## config.mk

```make
export PLATFORM = sky130hd
export DESIGN_NAME = ecl_error_logger
export DESIGN_NICKNAME = d
export VERILOG_FILES = /design/src/include/ecl_pkg.sv /design/src/include/ecl_ecc_if.sv /design/src/logic/ecl_error_logger.sv /design/src/logic/ecl_ecc_unit.sv /design/src/logic/ecl_parity_force.sv
export SDC_FILE = /design/constraint.sdc
export NUM_CORES = 1
export LEC_CHECK = 0
export BUFFER_PORTS_ARGS = -buffer_cell sky130_fd_sc_hd__buf_2
export CORE_AREA = 8 8 195 197
export DETAILED_ROUTE_END_ITERATION = 8
export DIE_AREA = 0 0 203 205
export PLACE_DENSITY = 0.69
export SLEW_MARGIN = 20
export SYNTH_ARGS = -nofsm -noshare
export SYNTH_HDL_FRONTEND = slang
export SYNTH_HIERARCHICAL = 1
export SYNTH_SLANG_ARGS = --single-unit
```

## constraint.sdc

```tcl
create_clock -name clk_i -period 1.7 [get_ports clk_i]
set_input_delay 0.085 -clock clk_i [delete_from_list [all_inputs] [get_ports clk_i]]
set_output_delay 0.085 -clock clk_i [all_outputs]
set_load 0.005 [all_outputs]
```

## src/include/ecl_pkg.sv

```systemverilog
// Package with constants, field layouts and state codes of the error capture logger.
// Behaviour
// - Diagnostic override replaces generated check bits.
// - Narrow loopback accesses always probe caches.
// - Machine-check condition raises the system interrupt.
// - Correctable ECC error sets summary bit zero.
// - Writing one clears summary bit, dismisses error.
// - Capture registers stay locked until summary cleared.
// - Own ECC errors latch the syndrome.
// - Memory error latches low address bits.
// - Memory error latches high address, command, mask.
// - Status captures transaction type and queue state.
// - Status records activity code, miss flag, state.
// - DMA read source coded in two bits.
// - DMA error saves PCI address and target state.
// - Translation-miss error records scatter/gather window.
// - Processor I/O write error saves no address.
// - Force bit makes parity error, then self-clears.
package ecl_pkg;
  localparam int DATA_W = 64;
  localparam int CHK_W = 8;
  localparam int ADDR_LO_W = 16;
  localparam int ADDR_HI_W = 18;
  localparam int CMD_W = 4;
  localparam int MASK_W = 4;
  localparam int PCI_ADDR_W = 32;
  localparam int WIN_W = 2;
  localparam int ST_W = 4;
  localparam int SUMMARY_BIT = 0;
  localparam int SUMMARY_W = 4;
  localparam int UNCOR_BIT = 1;
  localparam int FORCED_BIT = 2;
  localparam int LOST_BIT = 3;
  localparam logic [1:0] PCI_ACT_DMA = 2'h1;
  localparam logic [1:0] PCI_ACT_NONE = 2'h0;
  localparam logic [3:0] DMA_ST_READ = 4'h6;
  localparam logic [3:0] DMA_ST_HITWR = 4'h7;
  localparam logic [1:0] SRC_MEM = 2'h1;
  localparam logic [1:0] SRC_SCACHE = 2'h2;
  localparam logic [1:0] SRC_BCACHE = 2'h3;
  localparam logic [3:0] MASTER_IDLE = 4'h0;
  // Error status layout: {queue_state[3:0], dma_state[3:0], miss, src[1:0], act[1:0], type[2:0]}.
  localparam int STAT_W = 16;
  localparam logic [2:0] TT_CPU_FILL = 3'h1;
  localparam logic [2:0] TT_DMA_RD = 3'h2;
  localparam logic [2:0] TT_DMA_WR = 3'h3;
  localparam logic [2:0] TT_IO_WR = 3'h4;
  localparam logic [7:0] SYN_ZERO = 8'h00;
  // Capture state machine.
  typedef enum logic [1:0] {
    ECL_ARMED = 2'b01,
    ECL_LOCKED = 2'b10
  } ecl_cap_state_t;
endpackage

```

## src/include/ecl_ecc_if.sv

```systemverilog
// Interface carrying ECC generation and check signals between logger modules.
`timescale 1ns/1ps
interface ecl_ecc_if;
  logic [ecl_pkg::DATA_W-1:0] data;
  logic [ecl_pkg::CHK_W-1:0] chk;
  logic [ecl_pkg::CHK_W-1:0] gen_chk;
  logic [ecl_pkg::CHK_W-1:0] syndrome;
  logic [ecl_pkg::DATA_W-1:0] corr_data;
  logic single_err;
  logic double_err;
  modport checker_side (input data, input chk, output gen_chk, output syndrome, output corr_data,
                        output single_err, output double_err);
  modport user_side (output data, output chk, input gen_chk, input syndrome, input corr_data,
                     input single_err, input double_err);
endinterface

```

## src/logic/ecl_error_logger.sv

```systemverilog
// Top of the error capture logger: ECC path, capture registers, summary and interrupt.
`timescale 1ns/1ps
module ecl_error_logger #(
  parameter int ADDR_LO_W = ecl_pkg::ADDR_LO_W,
  parameter int ADDR_HI_W = ecl_pkg::ADDR_HI_W
) (
  input wire logic clk_i, // Core clock, 25 MHz.
  input wire logic arst_n_i, // Asynchronous reset, active low.
  // Memory write path.
  input wire logic wr_valid_i, // Memory write this cycle.
  input wire logic [ecl_pkg::DATA_W-1:0] wr_data_i, // Write data.
  output logic [ecl_pkg::DATA_W-1:0] mem_wdata_o, // Data to memory.
  output logic [ecl_pkg::CHK_W-1:0] mem_wchk_o, // Check bits to memory.
  output logic mem_we_o, // Memory write strobe.
  // Diagnostic override.
  input wire logic diag_override_en_i, // Use override check bits.
  input wire logic [ecl_pkg::CHK_W-1:0] ecc_diag_override_reg_i, // Override check bits.
  // Read / checked path.
  input wire logic rd_valid_i, // Checked data present.
  input wire logic [ecl_pkg::DATA_W-1:0] rd_data_i, // Data read.
  input wire logic [ecl_pkg::CHK_W-1:0] rd_chk_i, // Check bits read.
  input wire logic [2:0] txn_type_i, // Transaction type code.
  input wire logic io_write_i, // Checked data is processor I/O write data.
  input wire logic loopback_i, // Access on the pseudo-DMA loopback path.
  input wire logic narrow_i, // Access narrower than a cache block.
  output logic [ecl_pkg::DATA_W-1:0] rd_data_o, // Corrected data.
  output logic rd_valid_o, // Corrected data valid.
  output logic probe_o, // Read and flush probe to processor and board cache.
  // Context for capture.
  input wire logic [ADDR_LO_W-1:0] mem_addr_lo_i, // Low memory address bits.
  input wire logic [ADDR_HI_W-1:0] mem_addr_hi_i, // High memory address bits.
  input wire logic [ecl_pkg::CMD_W-1:0] mem_cmd_i, // Active memory command.
  input wire logic [ecl_pkg::MASK_W-1:0] quad_valid_mask_i, // Quadword-valid mask.
  input wire logic [ecl_pkg::ST_W-1:0] queue_state_i, // Internal queue state.
  input wire logic translation_miss_flag_i, // Scatter/gather translation miss.
  input wire logic [1:0] data_source_code_i, // DMA read data source.
  input wire logic [ecl_pkg::PCI_ADDR_W-1:0] pci_addr_i, // PCI address.
  input wire logic [ecl_pkg::WIN_W-1:0] pci_window_i, // Hit PCI window.
  input wire logic pci_window_sg_i, // Hit window is scatter/gather.
  input wire logic [ecl_pkg::ST_W-1:0] pci_target_state_i, // Target state.
  input wire logic pci_cmd_write_i, // PCI command is a write.
  input wire logic [3:0] io_dma_state_i, // State code for I/O writes (2, 3 or 8).
  input wire logic mem_error_i, // Other memory error pulse.
  // Forced parity on the PCI side.
  input wire logic force_pci_par_i, // Pulse to arm forced parity.
  input wire logic pci_xfer_i, // PCI transaction this cycle.
  input wire logic pci_par_i, // True PCI parity.
  output logic pci_par_o, // Parity driven to PCI.
  // Software access.
  input wire logic summary_clr_i, // Pulse: one written to summary bit 0.
  output logic [ecl_pkg::SUMMARY_W-1:0] error_summary_reg_o, // Error summary.
  output logic [ecl_pkg::CHK_W-1:0] error_syndrome_reg_o, // Captured syndrome.
  output logic [ADDR_LO_W-1:0] memory_fault_addr_low_o, // Captured low address.
  output logic [ADDR_HI_W+ecl_pkg::CMD_W+ecl_pkg::MASK_W-1:0] memory_fault_addr_high_o, // Addr, cmd, mask.
  output logic [ecl_pkg::STAT_W-1:0] error_status_reg_o, // Captured status.
  output logic [ecl_pkg::PCI_ADDR_W-1:0] pci_fault_address_reg_o, // Captured PCI address.
  output logic [15:0] pci_fault_state_reg_o, // {rd/wr, sg, window, master, target}.
  output logic system_machine_check_irq_o // Machine-check interrupt to the processor.
);
  ecl_ecc_if wr_if();
  ecl_ecc_if rd_if();

  ecl_ecc_unit u_wr_ecc (.ecc(wr_if));
  ecl_ecc_unit u_rd_ecc (.ecc(rd_if));

  assign wr_if.data = wr_data_i;
  assign wr_if.chk = '0;
  assign rd_if.data = rd_data_i;
  assign rd_if.chk = rd_chk_i;

  logic pci_par_w;
  logic forced_w;
  ecl_parity_force u_force (
    .clk_i(clk_i),
    .arst_n_i(arst_n_i),
    .arm_i(force_pci_par_i),
    .xfer_i(pci_xfer_i),
    .par_i(pci_par_i),
    .par_o(pci_par_w),
    .armed_o(),
    .fired_o(forced_w)
  );

  ecl_pkg::ecl_cap_state_t state_reg, state_next;
  logic [ecl_pkg::SUMMARY_W-1:0] summary_reg;
  logic err_any;
  logic dma_txn;
  logic capture;

  assign dma_txn = (txn_type_i == ecl_pkg::TT_DMA_RD) || (txn_type_i == ecl_pkg::TT_DMA_WR);
  assign err_any = (rd_valid_i && (rd_if.single_err || rd_if.double_err)) || mem_error_i;
  assign capture = err_any && (state_reg == ecl_pkg::ECL_ARMED);

  // Memory writes: data and strobe pass one cycle late, data stored as given.
  always_ff @(posedge clk_i or negedge arst_n_i) begin
    if (!arst_n_i) begin
      mem_wdata_o <= '0;
      mem_we_o <= 1'b0;
    end else begin
      mem_we_o <= wr_valid_i;
      mem_wdata_o <= wr_data_i;
    end
  end

  // Check bits: the override replaces the generator whole, so a test can plant any pattern.
  always_ff @(posedge clk_i or negedge arst_n_i) begin
    if (!arst_n_i) begin
      mem_wchk_o <= '0;
    end else begin
      mem_wchk_o <= diag_override_en_i ? ecc_diag_override_reg_i : wr_if.gen_chk;
    end
  end

  // Read path forwards corrected data so a corrected error never stalls the transaction.
  always_ff @(posedge clk_i or negedge arst_n_i) begin
    if (!arst_n_i) begin
      rd_data_o <= '0;
      rd_valid_o <= 1'b0;
    end else begin
      rd_valid_o <= rd_valid_i;
      rd_data_o <= rd_if.single_err ? rd_if.corr_data : rd_data_i;
    end
  end

  // Narrow loopback accesses probe the caches whatever the window type.
  always_ff @(posedge clk_i or negedge arst_n_i) begin
    if (!arst_n_i) begin
      probe_o <= 1'b0;
    end else begin
      probe_o <= (rd_valid_i || wr_valid_i) && loopback_i && narrow_i;
    end
  end

  // Parity is registered so the pin still comes straight from a flip-flop.
  always_ff @(posedge clk_i or negedge arst_n_i) begin
    if (!arst_n_i) begin
      pci_par_o <= 1'b0;
    end else begin
      pci_par_o <= pci_par_w;
    end
  end

  // Lock: any capture locks until software clears the summary bit.
  always_comb begin
    state_next = state_reg;
    case (state_reg)
      ecl_pkg::ECL_ARMED: begin
        if (err_any) begin
          state_next = ecl_pkg::ECL_LOCKED;
        end
      end
      ecl_pkg::ECL_LOCKED: begin
        if (summary_clr_i && !err_any) begin
          state_next = ecl_pkg::ECL_ARMED;
        end
      end
      default: begin
        state_next = ecl_pkg::ECL_ARMED;
      end
    endcase
  end

  always_ff @(posedge clk_i or negedge arst_n_i) begin
    if (!arst_n_i) begin
      state_reg <= ecl_pkg::ECL_ARMED;
    end else begin
      state_reg <= state_next;
    end
  end

  // Summary bits: a new error in the clear cycle wins, so nothing is lost.
  always_ff @(posedge clk_i or negedge arst_n_i) begin
    if (!arst_n_i) begin
      summary_reg <= '0;
    end else begin
      if (summary_clr_i) begin
        summary_reg <= '0;
      end
      if (err_any) begin
        summary_reg[ecl_pkg::SUMMARY_BIT] <= 1'b1;
      end
      if (err_any && rd_valid_i && rd_if.double_err) begin
        summary_reg[ecl_pkg::UNCOR_BIT] <= 1'b1;
      end
      if (forced_w) begin
        summary_reg[ecl_pkg::FORCED_BIT] <= 1'b1;
      end
      if (err_any && state_reg == ecl_pkg::ECL_LOCKED) begin
        summary_reg[ecl_pkg::LOST_BIT] <= 1'b1;
      end
    end
  end

  // Machine-check line follows the summary bit; masking at level 31 is the processor's job.
  always_ff @(posedge clk_i or negedge arst_n_i) begin
    if (!arst_n_i) begin
      system_machine_check_irq_o <= 1'b0;
    end else begin
      system_machine_check_irq_o <= summary_reg[ecl_pkg::SUMMARY_BIT];
    end
  end

  assign error_summary_reg_o = summary_reg;

  // Syndrome capture, loaded only while unlocked; a non-ECC error leaves a zero syndrome.
  always_ff @(posedge clk_i or negedge arst_n_i) begin
    if (!arst_n_i) begin
      error_syndrome_reg_o <= '0;
    end else if (capture) begin
      error_syndrome_reg_o <= rd_valid_i ? rd_if.syndrome : ecl_pkg::SYN_ZERO;
    end
  end

  // Memory address capture; an I/O write carries no memory address worth keeping.
  always_ff @(posedge clk_i or negedge arst_n_i) begin
    if (!arst_n_i) begin
      memory_fault_addr_low_o <= '0;
      memory_fault_addr_high_o <= '0;
    end else if (capture && !io_write_i) begin
      memory_fault_addr_low_o <= mem_addr_lo_i;
      memory_fault_addr_high_o <= {mem_addr_hi_i, mem_cmd_i, quad_valid_mask_i};
    end
  end

  // Status capture: transaction type, queues, activity, miss flag, state and source.
  always_ff @(posedge clk_i or negedge arst_n_i) begin
    if (!arst_n_i) begin
      error_status_reg_o <= '0;
    end else if (capture) begin
      error_status_reg_o <= {queue_state_i,
                             (io_write_i ? io_dma_state_i :
                              ((txn_type_i == ecl_pkg::TT_DMA_WR) && !translation_miss_flag_i)
                                ? ecl_pkg::DMA_ST_HITWR : ecl_pkg::DMA_ST_READ),
                             translation_miss_flag_i && !io_write_i,
                             (txn_type_i == ecl_pkg::TT_DMA_RD) ? data_source_code_i : 2'h0,
                             dma_txn ? ecl_pkg::PCI_ACT_DMA : ecl_pkg::PCI_ACT_NONE,
                             txn_type_i};
    end
  end

  // PCI capture for DMA errors, with or without a translation miss.
  always_ff @(posedge clk_i or negedge arst_n_i) begin
    if (!arst_n_i) begin
      pci_fault_address_reg_o <= '0;
      pci_fault_state_reg_o <= '0;
    end else if (capture && dma_txn) begin
      pci_fault_address_reg_o <= pci_addr_i;
      pci_fault_state_reg_o <= {4'h0, pci_cmd_write_i, translation_miss_flag_i | pci_window_sg_i,
                                pci_window_i, ecl_pkg::MASTER_IDLE, pci_target_state_i};
    end
  end

  // Checks on the write, read, probe, capture, lock, summary and interrupt logic.
  chk_lock_holds: assert property (@(posedge clk_i) disable iff (!arst_n_i)
    (state_reg == ecl_pkg::ECL_LOCKED && !summary_clr_i) |=> $stable(error_syndrome_reg_o))
    else $error("Syndrome changed while locked.");
  chk_lock_context: assert property (@(posedge clk_i) disable iff (!arst_n_i)
    (state_reg == ecl_pkg::ECL_LOCKED && !summary_clr_i) |=> $stable(error_status_reg_o) && $stable(pci_fault_address_reg_o))
    else $error("Status or PCI capture changed while locked.");
  chk_summary_set: assert property (@(posedge clk_i) disable iff (!arst_n_i)
    (rd_valid_i && rd_if.single_err) |=> summary_reg[ecl_pkg::SUMMARY_BIT])
    else $error("Correctable error did not set summary bit.");
  chk_clear_unlock: assert property (@(posedge clk_i) disable iff (!arst_n_i)
    (summary_clr_i && !err_any) |=> (summary_reg[ecl_pkg::SUMMARY_BIT] == 1'b0) ##1 !system_machine_check_irq_o)
    else $error("Summary clear did not dismiss error.");
  chk_irq_follows: assert property (@(posedge clk_i) disable iff (!arst_n_i)
    err_any |=> ##1 system_machine_check_irq_o)
    else $error("Machine check not raised two cycles after error.");
  chk_override_chk: assert property (@(posedge clk_i) disable iff (!arst_n_i)
    diag_override_en_i |=> mem_wchk_o == $past(ecc_diag_override_reg_i))
    else $error("Override check bits not written.");
  chk_probe_narrow: assert property (@(posedge clk_i) disable iff (!arst_n_i)
    (rd_valid_i && loopback_i && narrow_i) |=> probe_o)
    else $error("Narrow loopback access missed probe.");
  chk_syn_capture: assert property (@(posedge clk_i) disable iff (!arst_n_i)
    (capture && rd_valid_i) |=> error_syndrome_reg_o == $past(rd_if.syndrome))
    else $error("Syndrome not captured.");
  chk_addr_capture: assert property (@(posedge clk_i) disable iff (!arst_n_i)
    (capture && !io_write_i) |=> memory_fault_addr_low_o == $past(mem_addr_lo_i))
    else $error("Low address not captured.");
  chk_high_capture: assert property (@(posedge clk_i) disable iff (!arst_n_i)
    (capture && !io_write_i) |=>
      memory_fault_addr_high_o == {$past(mem_addr_hi_i), $past(mem_cmd_i), $past(quad_valid_mask_i)})
    else $error("High address, command or mask not captured.");
  chk_io_no_addr: assert property (@(posedge clk_i) disable iff (!arst_n_i)
    (capture && io_write_i) |=> $stable(memory_fault_addr_low_o) && $stable(memory_fault_addr_high_o))
    else $error("Memory address loaded on an I/O write error.");
  chk_status_context: assert property (@(posedge clk_i) disable iff (!arst_n_i)
    capture |=> error_status_reg_o[15:12] == $past(queue_state_i) && error_status_reg_o[2:0] == $past(txn_type_i))
    else $error("Queue state or transaction type not captured.");
  chk_pci_master: assert property (@(posedge clk_i) disable iff (!arst_n_i)
    (capture && dma_txn) |=> pci_fault_state_reg_o[7:0] == {ecl_pkg::MASTER_IDLE, $past(pci_target_state_i)})
    else $error("Master or target state wrong on DMA capture.");
  chk_pci_address: assert property (@(posedge clk_i) disable iff (!arst_n_i)
    (capture && dma_txn) |=> pci_fault_address_reg_o == $past(pci_addr_i))
    else $error("PCI address not captured on DMA capture.");
  chk_forced_flag: assert property (@(posedge clk_i) disable iff (!arst_n_i)
    forced_w |=> summary_reg[ecl_pkg::FORCED_BIT])
    else $error("Forced parity not reported in the summary.");
  chk_corr_pass: assert property (@(posedge clk_i) disable iff (!arst_n_i)
    (rd_valid_i && rd_if.single_err) |=> rd_valid_o && rd_data_o == $past(rd_if.corr_data))
    else $error("Corrected data not forwarded.");
endmodule

```

## src/logic/ecl_ecc_unit.sv

```systemverilog
// Combinational SEC-DED generator, checker and single-bit corrector.
`timescale 1ns/1ps
module ecl_ecc_unit (
  ecl_ecc_if.checker_side ecc // Data and check bits in, results out.
);
  // Column code for a bit: the bit index on top, padded to an odd weight of three or more.
  // Odd weight keeps a single data error apart from a double, weight above one keeps it apart from a check bit.
  function automatic logic [7:0] col_code(input int idx);
    logic [5:0] v;
    logic [1:0] t;
    v = 6'(idx);
    t = 2'b00;
    if (^v == 1'b0) begin
      t = 2'b01;
    end else if ($countones(v) == 1) begin
      t = 2'b11;
    end
    // Index zero has no weight of its own, so it takes a pattern that no other index produces.
    if (v == 6'h00) begin
      v = 6'h03;
      t = 2'b10;
    end
    return {v, t};
  endfunction

  logic [7:0] gen;
  logic [ecl_pkg::DATA_W-1:0] flip;

  // Generated check bits are the XOR of the columns of all set data bits.
  always_comb begin
    gen = 8'h00;
    for (int i = 0; i < ecl_pkg::DATA_W; i++) begin
      if (ecc.data[i]) begin
        gen = gen ^ col_code(i);
      end
    end
  end

  // A data bit is flipped only when the syndrome matches its column exactly.
  for (genvar g = 0; g < ecl_pkg::DATA_W; g++) begin : g_fix
    assign flip[g] = (ecc.syndrome == col_code(g));
  end

  assign ecc.gen_chk = gen;
  assign ecc.syndrome = gen ^ ecc.chk;
  assign ecc.corr_data = ecc.data ^ flip;
  // Odd-weight syndrome is a single error; even nonzero is uncorrectable.
  assign ecc.single_err = (ecc.syndrome != ecl_pkg::SYN_ZERO) && (^ecc.syndrome);
  assign ecc.double_err = (ecc.syndrome != ecl_pkg::SYN_ZERO) && !(^ecc.syndrome);
endmodule

```

## src/logic/ecl_parity_force.sv

```systemverilog
// One-shot parity inverter for a bus interface with a self-clearing force bit.
`timescale 1ns/1ps
module ecl_parity_force (
  input wire logic clk_i, // Core clock.
  input wire logic arst_n_i, // Asynchronous reset, active low.
  input wire logic arm_i, // Pulse to arm the force bit.
  input wire logic xfer_i, // A transaction goes out this cycle.
  input wire logic par_i, // Correct parity of the transaction.
  output logic par_o, // Parity to drive.
  output logic armed_o, // Force bit still pending.
  output logic fired_o // One-cycle pulse when parity was corrupted.
);
  logic armed_reg;

  // Arming wins over the clear so a re-arm on the firing cycle is kept.
  always_ff @(posedge clk_i or negedge arst_n_i) begin
    if (!arst_n_i) begin
      armed_reg <= 1'b0;
    end else if (arm_i) begin
      armed_reg <= 1'b1;
    end else if (xfer_i) begin
      armed_reg <= 1'b0;
    end
  end

  assign par_o = par_i ^ (armed_reg & xfer_i);
  assign armed_o = armed_reg;
  assign fired_o = armed_reg & xfer_i;

  chk_force_clears: assert property (@(posedge clk_i) disable iff (!arst_n_i)
    (armed_reg && xfer_i && !arm_i) |=> !armed_reg)
    else $error("Force bit did not clear after firing.");
endmodule

```

# Yosys cells after proc, flatten, opt, wreduce, memory -nomap -nowiden
# Cells that the tools add are included.
dict set report op_classes {
  muxes 219
  n_eq_ne 70
  reduce_logical 30
  bitwise 131
}
# cell count
set op_table {}
lappend op_table {{two-way mux 8 bit} 106}
lappend op_table {{XOR 8 bit} 35}
lappend op_table {{== test 8 bit, second input constant} 32}
lappend op_table {{two-way mux 2 bit} 77}
lappend op_table {{XOR 8 x 7 -> 8 bit} 18}
lappend op_table {{== test 8 x 7 -> 1 bit, second input constant} 16}
lappend op_table {{inverter 3 bit} 40}
lappend op_table {{two-way mux 7 bit} 14}
lappend op_table {{XOR 8 x 6 -> 8 bit} 10}
lappend op_table {{== test 8 x 6 -> 1 bit, second input constant} 8}
lappend op_table {{two-way mux 64 bit} 1}
lappend op_table {{XOR 64 bit} 1}
lappend op_table {{inverter 5 bit} 12}
lappend op_table {{XOR 8 x 5 -> 8 bit} 6}
lappend op_table {{two-way mux 6 bit} 6}
lappend op_table {{== test 8 x 5 -> 1 bit, second input constant} 4}
lappend op_table {{XOR 8 x 4 -> 8 bit} 4}
lappend op_table {{== test 8 x 4 -> 1 bit, second input constant} 3}
lappend op_table {{two-way mux 4 bit} 4}
lappend op_table {{XOR 8 x 3 -> 8 bit} 2}
lappend op_table {{logical AND 1 bit} 14}
lappend op_table {{two-way mux 5 bit} 2}
lappend op_table {{nonzero test 2 bit} 5}
lappend op_table {{== test 8 x 3 -> 1 bit, second input constant} 1}
lappend op_table {{14 further kinds} 29}
dict set report totals {
  regBits 254
  wordCells 470
  input_bits 253
}

# Depth between registers and ports, before layout
# Gate-level depths: netlist (run 1).
dict set report logic_depth {
  word_depth 138
  ltp_mapped 16
  ltp_nobuf 12
}

# Cells and area by module
# Netlist (run 1), hierarchy kept.
# module seq_area_each_um2 cells_per_inst area_each_um2 n_inst
set by_module_without_submodules {}
lappend by_module_without_submodules {ecl_error_logger 6307.3 513 8913.5 1}
lappend by_module_without_submodules {{ecl_ecc_unit (u_rd_ecc)} 0.0 311 2876.5 1}
lappend by_module_without_submodules {{ecl_ecc_unit (u_wr_ecc)} 0.0 308 2783.9 1}
lappend by_module_without_submodules {ecl_parity_force 25.0 5 62.6 1}

# Worst setup path before layout (run 1)
# OpenSTA, ideal clock, no wires.
dict set report synth_timing {
  kind {input port to flip-flop}
  from {input port rd_data_i[39] (netlist name)}
  to {register pci_fault_address_reg_o[23] (netlist name)}
  path_slack_ns -2.010
  cell_stages 14
  arrival_time_ns 3.586
  n_path_buf 3
  setup_ns 0.125
  required_ns 1.575
  path_cell_list {xnor3_1 -> xor2_1 -> xnor3_1 -> xnor3_4 -> xnor2_1 -> ha_1 -> clkbuf_1 -> clkbuf_1 -> nand3_1 -> nor2b_1 -> o21a_1 -> o2111ai_2 -> buf_4 -> mux2_2}
}
dict set report synth_via {
  word_cells_on_any_way 60
}
# item line_no
set synth_lines {}
lappend synth_lines {{start, declared} ecl_error_logger.sv:20} ;# input wire logic [ecl_pkg::DATA_W-1:0] rd_data_i,
lappend synth_lines {{two-way mux 8 bit (*)} ecl_ecc_unit.sv:33} ;# if (ecc.data[i]) begin
lappend synth_lines {{XOR 8 bit} ecl_ecc_unit.sv:34} ;# gen = gen ^ col_code(i);
lappend synth_lines {{two-way mux 8 bit (*)} ecl_ecc_unit.sv:33}
lappend synth_lines {{inverter 3 bit (no source line)} -}
lappend synth_lines {{two-way mux 8 bit (*)} ecl_ecc_unit.sv:33}
lappend synth_lines {{inverter 3 bit (no source line)} -}
lappend synth_lines {{two-way mux 8 bit (*)} ecl_ecc_unit.sv:33}
lappend synth_lines {{XOR 8 bit} ecl_ecc_unit.sv:34}
lappend synth_lines {{(+41 left out)} -}
lappend synth_lines {{via rd_if.gen_chk (one bit)} ecl_ecc_if.sv:6} ;# logic [ecl_pkg::CHK_W-1:0] gen_chk;
lappend synth_lines {{(+1 left out)} -}
lappend synth_lines {{nonzero test 8 bit or XOR reduction 8 bit (tied branches)} ecl_ecc_unit.sv:48} ;# assign ecc.single_err = (ecc.syndrome != ecl_pkg::SYN_ZERO) && (^ecc.syndrome);
lappend synth_lines {{logical AND 1 bit (*)} ecl_ecc_unit.sv:48}
lappend synth_lines {{via rd_if.single_err} ecl_ecc_if.sv:9} ;# logic single_err;
lappend synth_lines {{logical OR 1 bit (*)} ecl_error_logger.sv:91} ;# assign err_any = (rd_valid_i && (rd_if.single_err || rd_if.double_err)) || mem_error_i;
lappend synth_lines {{logical AND 1 bit (*)} ecl_error_logger.sv:91}
lappend synth_lines {{logical OR 1 bit (*)} ecl_error_logger.sv:91}
lappend synth_lines {{logical AND 1 bit (*)} ecl_error_logger.sv:92} ;# assign capture = err_any && (state_reg == ecl_pkg::ECL_ARMED);
lappend synth_lines {{logical AND 1 bit (*)} ecl_error_logger.sv:246} ;# end else if (capture && dma_txn) begin
lappend synth_lines {{end signal, assigned} ecl_error_logger.sv:247} ;# pci_fault_address_reg_o <= pci_addr_i;
lappend synth_lines {{end, declared} ecl_error_logger.sv:56} ;# output logic [ecl_pkg::PCI_ADDR_W-1:0] pci_fault_address_reg_o,
# Mark *: on every way through the listed nets, which the timed path passes. The rest lies on a longest branch.
# A chain may end at the register's enable or synchronous reset.

# Worst setup path after layout (run 1)
dict set report layout_timing {
  from {input port rd_data_i[23] (netlist name)}
  to {register pci_fault_address_reg_o[16] (netlist name)}
}
dict set report layout_via {
  word_cells_on_any_way 92
}
# item line_no
set layout_lines {}
lappend layout_lines {{two-way mux 8 bit (*)} ecl_ecc_unit.sv:33}
lappend layout_lines {{XOR 8 x 7 -> 8 bit} ecl_ecc_unit.sv:34}
lappend layout_lines {{two-way mux 8 bit (*)} ecl_ecc_unit.sv:33}
lappend layout_lines {{two-way mux 7 bit (*) (2 in a row)} ecl_ecc_unit.sv:33}
lappend layout_lines {{XOR 8 x 7 -> 8 bit} ecl_ecc_unit.sv:34}
lappend layout_lines {{two-way mux 8 bit (*)} ecl_ecc_unit.sv:33}
lappend layout_lines {{two-way mux 7 bit (*)} ecl_ecc_unit.sv:33}
lappend layout_lines {{XOR 8 x 7 -> 8 bit} ecl_ecc_unit.sv:34}
lappend layout_lines {{(+53 left out)} -}
lappend layout_lines {{via rd_if.gen_chk (one bit)} ecl_ecc_if.sv:6}
lappend layout_lines {{(+1 left out)} -}
lappend layout_lines {{nonzero test 8 bit or XOR reduction 8 bit (tied branches)} ecl_ecc_unit.sv:48}
lappend layout_lines {{logical AND 1 bit (*)} ecl_ecc_unit.sv:48}
lappend layout_lines {{via rd_if.single_err} ecl_ecc_if.sv:9}
lappend layout_lines {{logical OR 1 bit (*)} ecl_error_logger.sv:91}
lappend layout_lines {{logical AND 1 bit (*)} ecl_error_logger.sv:91}
lappend layout_lines {{logical OR 1 bit (*)} ecl_error_logger.sv:91}
lappend layout_lines {{logical AND 1 bit (*)} ecl_error_logger.sv:92}
lappend layout_lines {{logical AND 1 bit (*)} ecl_error_logger.sv:246}
# Marked as above.

==> results of run 1 <==
[worst min-delay path by stage]
| stage | startpoint | end |
|---|---|---|
| 5_1_grt | rd_data_i[58] | rd_data_o[58] |
| 2_1_floorplan | arst_n_i | error_status_reg_o[0] |
| 6_report | rd_data_i[41] | rd_data_o[41] |
| 4_1_cts | rd_data_i[10] | rd_data_o[10] |
| 3_5_place_dp | arst_n_i | memory_fault_addr_high_o[21] |
| 3_3_place_gp | arst_n_i | memory_fault_addr_high_o[21] |
[per-layer routing]
metal	vias up	track usage [%]
li1	5099	-
met1	5838	28.70
met2	592	47.38
met3	169	6.926
met4	10	12.25
met5	-	0
[what timing repair did]
| item | CTS | global route |
|---|---|---|
| setup buffers | 23 | 13 |
| resized for setup | 104 | 79 |
| hold endpoints to repair | 497 | 8 |
| pin swaps | 7 | 25 |
| endpoints found under the setup margin | 174 | 180 |
| cloned | 13 | 4 |
| hold buffers | 254 | 8 |
[worst min-delay path, delay by kind of cell]
kind                   cells  cell delay, ns
buffers and inverters      2            0.22
XOR/XNOR                   1            0.11
multiplexers               1            0.14
[metrics by stage]
step	instances	setup TNS (ns)	instance area, um2	hold WS, ns
after floorplan	943	-265.38	13720	-0.2106
after global placement	2063	-388.54	18200	0.08052
after detailed placement	2063	-383.14	18200	0.08312
after CTS	2402	-252.86	22660	0.007751
after global routing	2415	-278.28	23070	0.02769
final	2419	-269.43	23080	0.03348
[final cells by class]
class                      instances  area share [%]
timing repair buffer            1004           33.23
clock inverter                    13          0.5746
clock buffer                      38           3.545
antenna                           14          0.1518
sequential                       253           27.43
tap                              461           2.499
inverter                          20          0.3252
multi-input combinational        616           32.25
==> impl_metrics.env, run 1 <==
export IMPL_maxCapViolCount=0
export IMPL_grt_pass1_wl_um=82780
export IMPL_die_h_um=205
export IMPL_wl_met2_um=30110
export IMPL_grtUsageTotal_pct=26.33
export IMPL_setup_ws_ns=-1.695
export IMPL_die_w_um=203
export IMPL_grt_max_degree=66
export IMPL_cp_data_arrival_time_ns=3.84
export IMPL_vias=11710
export IMPL_grt_pass1_vias=13060
export IMPL_ff2ff_setup_slack_ns=-0.31
export IMPL_most_common_layout_cells="buf_2, dlygate4sd3_1, dfrtp_1, buf_4, xnor2_1"
export IMPL_top_layer_used="met5"
export IMPL_status="finished, violations left"
export IMPL_htreeDepth=1
export IMPL_hpwl_um=38760
export IMPL_drtIter0Drc=631
export IMPL_fin_util_pct=66.02
export IMPL_cp_required_ns=2.14
export IMPL_crit_top_cell="xnor2_2"
export IMPL_whs_path_depth=4
export IMPL_crit_start="rd_data_i[23]"
export IMPL_vias_per_cell=4.840
export IMPL_slowest_delay_ns=0.43
export IMPL_drc_errors=0
export IMPL_drtAntennaViolNets=0
export IMPL_final_layout_size_suffix_gt1_share_pct=53.81
export IMPL_max_slew_worst_pin_slew_ns=0.7248
export IMPL_hold_viol=0
export IMPL_syn_to_final_growth_pct=74.99
export IMPL_startpoint_type="primary input"
export IMPL_clock_path_buffers=3
export IMPL_min_period_ns=3.395
export IMPL_r2r_start="state_reg[0]"
export IMPL_period_share_pct=199.7
export IMPL_met3_length_um=4656
export IMPL_seq_area_mm2=0.006332
export IMPL_setup_viol=174
export IMPL_cpMaxStageDelayCell="xnor3_1"
export IMPL_critPathMaxFanout=5
export IMPL_pin_count=512
export IMPL_cp_num_buf_inv=5
export IMPL_finalWeightedCongestion=0.8879
export IMPL_fill_cells=2374
export IMPL_r2r_end="pci_fault_address_reg_o[16]"
export IMPL_synth_area_per_cell_um2=14.11
export IMPL_wire_per_inst_um=24.04
export IMPL_cts_tree="yes"
export IMPL_critPathKind="primary input to register"
export IMPL_grt_setup_unrepaired="true"
export IMPL_initial_utilization_pct=37.73
export IMPL_dp_worst_setup_slack_ns=-2.366
export IMPL_netlist_instances=935
export IMPL_clk_latency_ns=0.56
export IMPL_first_pass_iters=5
export IMPL_crit_chain="buf_6 > xnor3_1 > xnor2_2 > xnor3_1 > xnor3_2 > xnor2_2 > ha_1 > xnor2_2 > xnor2_2 > buf_4 > nor2b_4 > o21a_1 > o2111ai_4 > buf_12 > buf_12 > buf_16 > mux2_4"
export IMPL_end_kind="register"
export IMPL_wl_met1_um=20430
export IMPL_reg_top3="mem_wdata_o: 64 flops, rd_data_o: 64 flops, pci_fault_address_reg_o: 32 flops"
export IMPL_ys_warn_count=6
export IMPL_clk_pin_slew_ns=0.06
export IMPL_clock_sinks=253
export IMPL_grt_ovfl_total=0
export IMPL_cts_made_buffers=28
export IMPL_coreArea_mm2=0.03496
export IMPL_port_buffers=502
export IMPL_fin_skew_ns=0.008622
export IMPL_multi_input_area_mm2=0.007443
export IMPL_crit_family="XOR/XNOR gates"
export IMPL_violations="setup timing"
export IMPL_worstSetupEndpoint="pci_fault_address_reg_o[16]"
export IMPL_hold_path_class="primary input to register"
export IMPL_die_area_mm2=0.04162
export IMPL_root_buffer="clkbuf_16"
export IMPL_slew_headroom_pct=51.33
export IMPL_num_nets_final=2192
export IMPL_rr_worst_depth=6
export IMPL_synth_area_mm2=0.01319
export IMPL_crit_cells=17
export IMPL_layout_commonest_cell="buf_2"
export IMPL_drt_wl_total_um=58150
export IMPL_drv_slew=0
export IMPL_antenna_found_initial=23
export IMPL_row_count=69
export IMPL_fmax_mhz=294.5
Power of run 1 is left out: the tool's default activity adds up to more than one toggle a clock period on the data nets, which glitch-free logic cannot reach.
==> run 2: changes to the inputs <==
- CELL_PAD_IN_SITES_DETAIL_PLACEMENT: unset -> 1
- CELL_PAD_IN_SITES_GLOBAL_PLACEMENT: unset -> 2
- CORE_AREA: 8 8 195 197 -> 8 8 198 247
- DIE_AREA: 0 0 203 205 -> 0 0 206 255
- PLACE_DENSITY: 0.69 -> unset
- PLACE_DENSITY_LB_ADDON: unset -> 0.1
==> impl_metrics.env, run 2 (synthesis results as in run 1) <==
export IMPL_status="finished, violations left"
export IMPL_violations="setup timing"
export IMPL_syn_to_final_growth_pct=74.64
export IMPL_grt_pass1_vias=12800
export IMPL_cts_made_buffers=29
export IMPL_wire_per_inst_um=23.61
export IMPL_setup_viol=174
export IMPL_fin_skew_ns=0.01687
export IMPL_drv_slew=0
export IMPL_maxCapViolCount=0
export IMPL_end_kind="register"
export IMPL_seq_area_mm2=0.006332
export IMPL_coreArea_mm2=0.04485
export IMPL_crit_top_cell="buf_6"
export IMPL_antenna_found_initial=10
export IMPL_startpoint_type="primary input"
export IMPL_r2r_start="state_reg[0]"
export IMPL_hold_viol=0
export IMPL_clock_path_buffers=3
export IMPL_vias_per_cell=4.398
export IMPL_grt_max_degree=56
export IMPL_grt_ovfl_total=0
export IMPL_die_w_um=206
export IMPL_num_nets_final=2203
export IMPL_cpMaxStageDelayCell="xnor3_1"
export IMPL_port_buffers=502
export IMPL_min_period_ns=3.466
export IMPL_multi_input_area_mm2=0.007283
export IMPL_finalWeightedCongestion=0.8116
export IMPL_pin_count=512
export IMPL_cp_num_buf_inv=6
export IMPL_clock_sinks=253
export IMPL_htreeDepth=1
export IMPL_critPathKind="primary input to register"
export IMPL_dp_cells=2194
export IMPL_slowest_delay_ns=0.48
export IMPL_fmax_mhz=288.5
export IMPL_fill_cells=4743
export IMPL_die_area_mm2=0.05253
export IMPL_cp_data_arrival_time_ns=3.91
export IMPL_min_to="error_syndrome_reg_o[4]"
export IMPL_root_buffer="clkbuf_16"
export IMPL_grt_pass1_wl_um=84470
export IMPL_grtUsageTotal_pct=21.66
export IMPL_slew_headroom_pct=65.96
export IMPL_r2r_end="pci_fault_address_reg_o[4]"
export IMPL_ff2ff_setup_slack_ns=-0.17
export IMPL_hold_path_class="primary input to register"
export IMPL_drtIter0Drc=343
export IMPL_die_h_um=255
export IMPL_initial_utilization_pct=29.41
export IMPL_row_count=87
export IMPL_crit_start="rd_data_i[0]"
export IMPL_first_pass_iters=5
export IMPL_grt_setup_unrepaired="true"
export IMPL_crit_family="XOR/XNOR gates"
export IMPL_period_share_pct=203.9
export IMPL_drt_wl_total_um=59920
export IMPL_max_slew_worst_pin_slew_ns=0.5089
export IMPL_reg_top3="mem_wdata_o: 64 flops, rd_data_o: 64 flops, pci_fault_address_reg_o: 32 flops"
export IMPL_crit_chain="buf_6 > xnor3_1 > xnor3_1 > buf_6 > xnor2_2 > xnor3_2 > xor2_2 > ha_4 > xor2_2 > xnor2_2 > and2_4 > buf_6 > o21a_1 > o2111ai_4 > buf_12 > buf_12 > buf_16 > mux2_4"
export IMPL_critPathMaxFanout=6
export IMPL_fin_cells=2538
export IMPL_cp_required_ns=2.15
export IMPL_setup_ws_ns=-1.766
export IMPL_drc_errors=0
export IMPL_hold_start="rd_chk_i[4]"
export IMPL_clk_pin_slew_ns=0.06
export IMPL_clk_latency_ns=0.58
export IMPL_final_layout_size_suffix_gt1_share_pct=52.63
export IMPL_hpwl_um=43370
export IMPL_vias=11160
export IMPL_drtAntennaViolNets=0
export IMPL_whs_path_depth=5
export IMPL_most_common_layout_cells="buf_2, dlygate4sd3_1, dfrtp_1, buf_4, xnor2_1"
export IMPL_cts_tree="yes"
export IMPL_layout_commonest_cell="buf_2"
export IMPL_rr_worst_depth=6
[run 2: cell types whose count changed in the layout (fill, tap and decap cells not counted), moves of 8 or more]
cell / before / now
buf_12: 31 / 22
buf_6: 20 / 12
buf_2: 489 / 498
xnor2_1: 160 / 170
diode_2: 14 / 5
buf_4: 191 / 208
[run 2: metrics by stage]
stage          area [um2]  setup slack [ns]  hold slack [ns]  util (%)  TNS (ns)
4_1_cts             22430            -1.804         -0.02879     50.01   -273.47
5_1_grt             23030            -1.833          0.02716     51.36   -285.07
3_3_place_gp        18450            -2.465          0.05751     41.15   -394.05
6_report            23040            -1.766         0.002948     51.37   -274.96
3_5_place_dp        18450            -2.524          0.05134     41.15   -401.68
2_1_floorplan       13720            -1.693          -0.2106         -   -265.38
[run 2: final cells by class]
class | count | share of cell area, %
antenna | 5 | 0.05431
clock buffer | 40 | 3.460
clock inverter | 12 | 0.7441
inverter | 20 | 0.3259
multi-input combinational | 616 | 31.62
sequential | 253 | 27.49
tap | 578 | 3.139
timing repair buffer | 1014 | 33.17
[run 2: worst max-delay path by stage]
| stage | endpoint | cells past startpoint |
|---|---|---|
| after floorplan | pci_fault_address_reg_o[23] | 13 |
| after detailed placement | memory_fault_addr_high_o[25] | 16 |
| final | pci_fault_address_reg_o[4] | 18 |
| after global placement | memory_fault_addr_low_o[15] | 16 |
| after global routing | memory_fault_addr_low_o[15] | 16 |
| after CTS | pci_fault_address_reg_o[4] | 17 |
[run 2: worst register-to-register path, cell delays in order (launching register included)]
cell	delay, ns
dfstp_2	0.54
nor2b_1	0.30
o2111ai_4	0.18
buf_12	0.18
buf_12	0.13
buf_16	0.13
mux2_4	0.29
[run 2: routing by layer]
| metal | wire length, um | vias up | track usage, % |
|---|---|---|---|
| met2 | 32190 | 361 | 40.52 |
| met3 | 3999 | 89 | 4.748 |
| met5 | 23 | - | 0 |
| li1 | - | 5127 | - |
| met1 | 21740 | 5580 | 23.70 |
| met4 | 1969 | 4 | 7.553 |
[run 2: timing repair]
action                                  in CTS  in global routing
resized for setup                           27                 83
hold buffers                               255                  1
gates cloned                                 9                 10
endpoints found under the setup margin     174                177
pin swaps                                   10                 27
setup buffers                                8                  9
hold endpoints to repair                   502                  1
Power of run 2 is left out for the same reason.
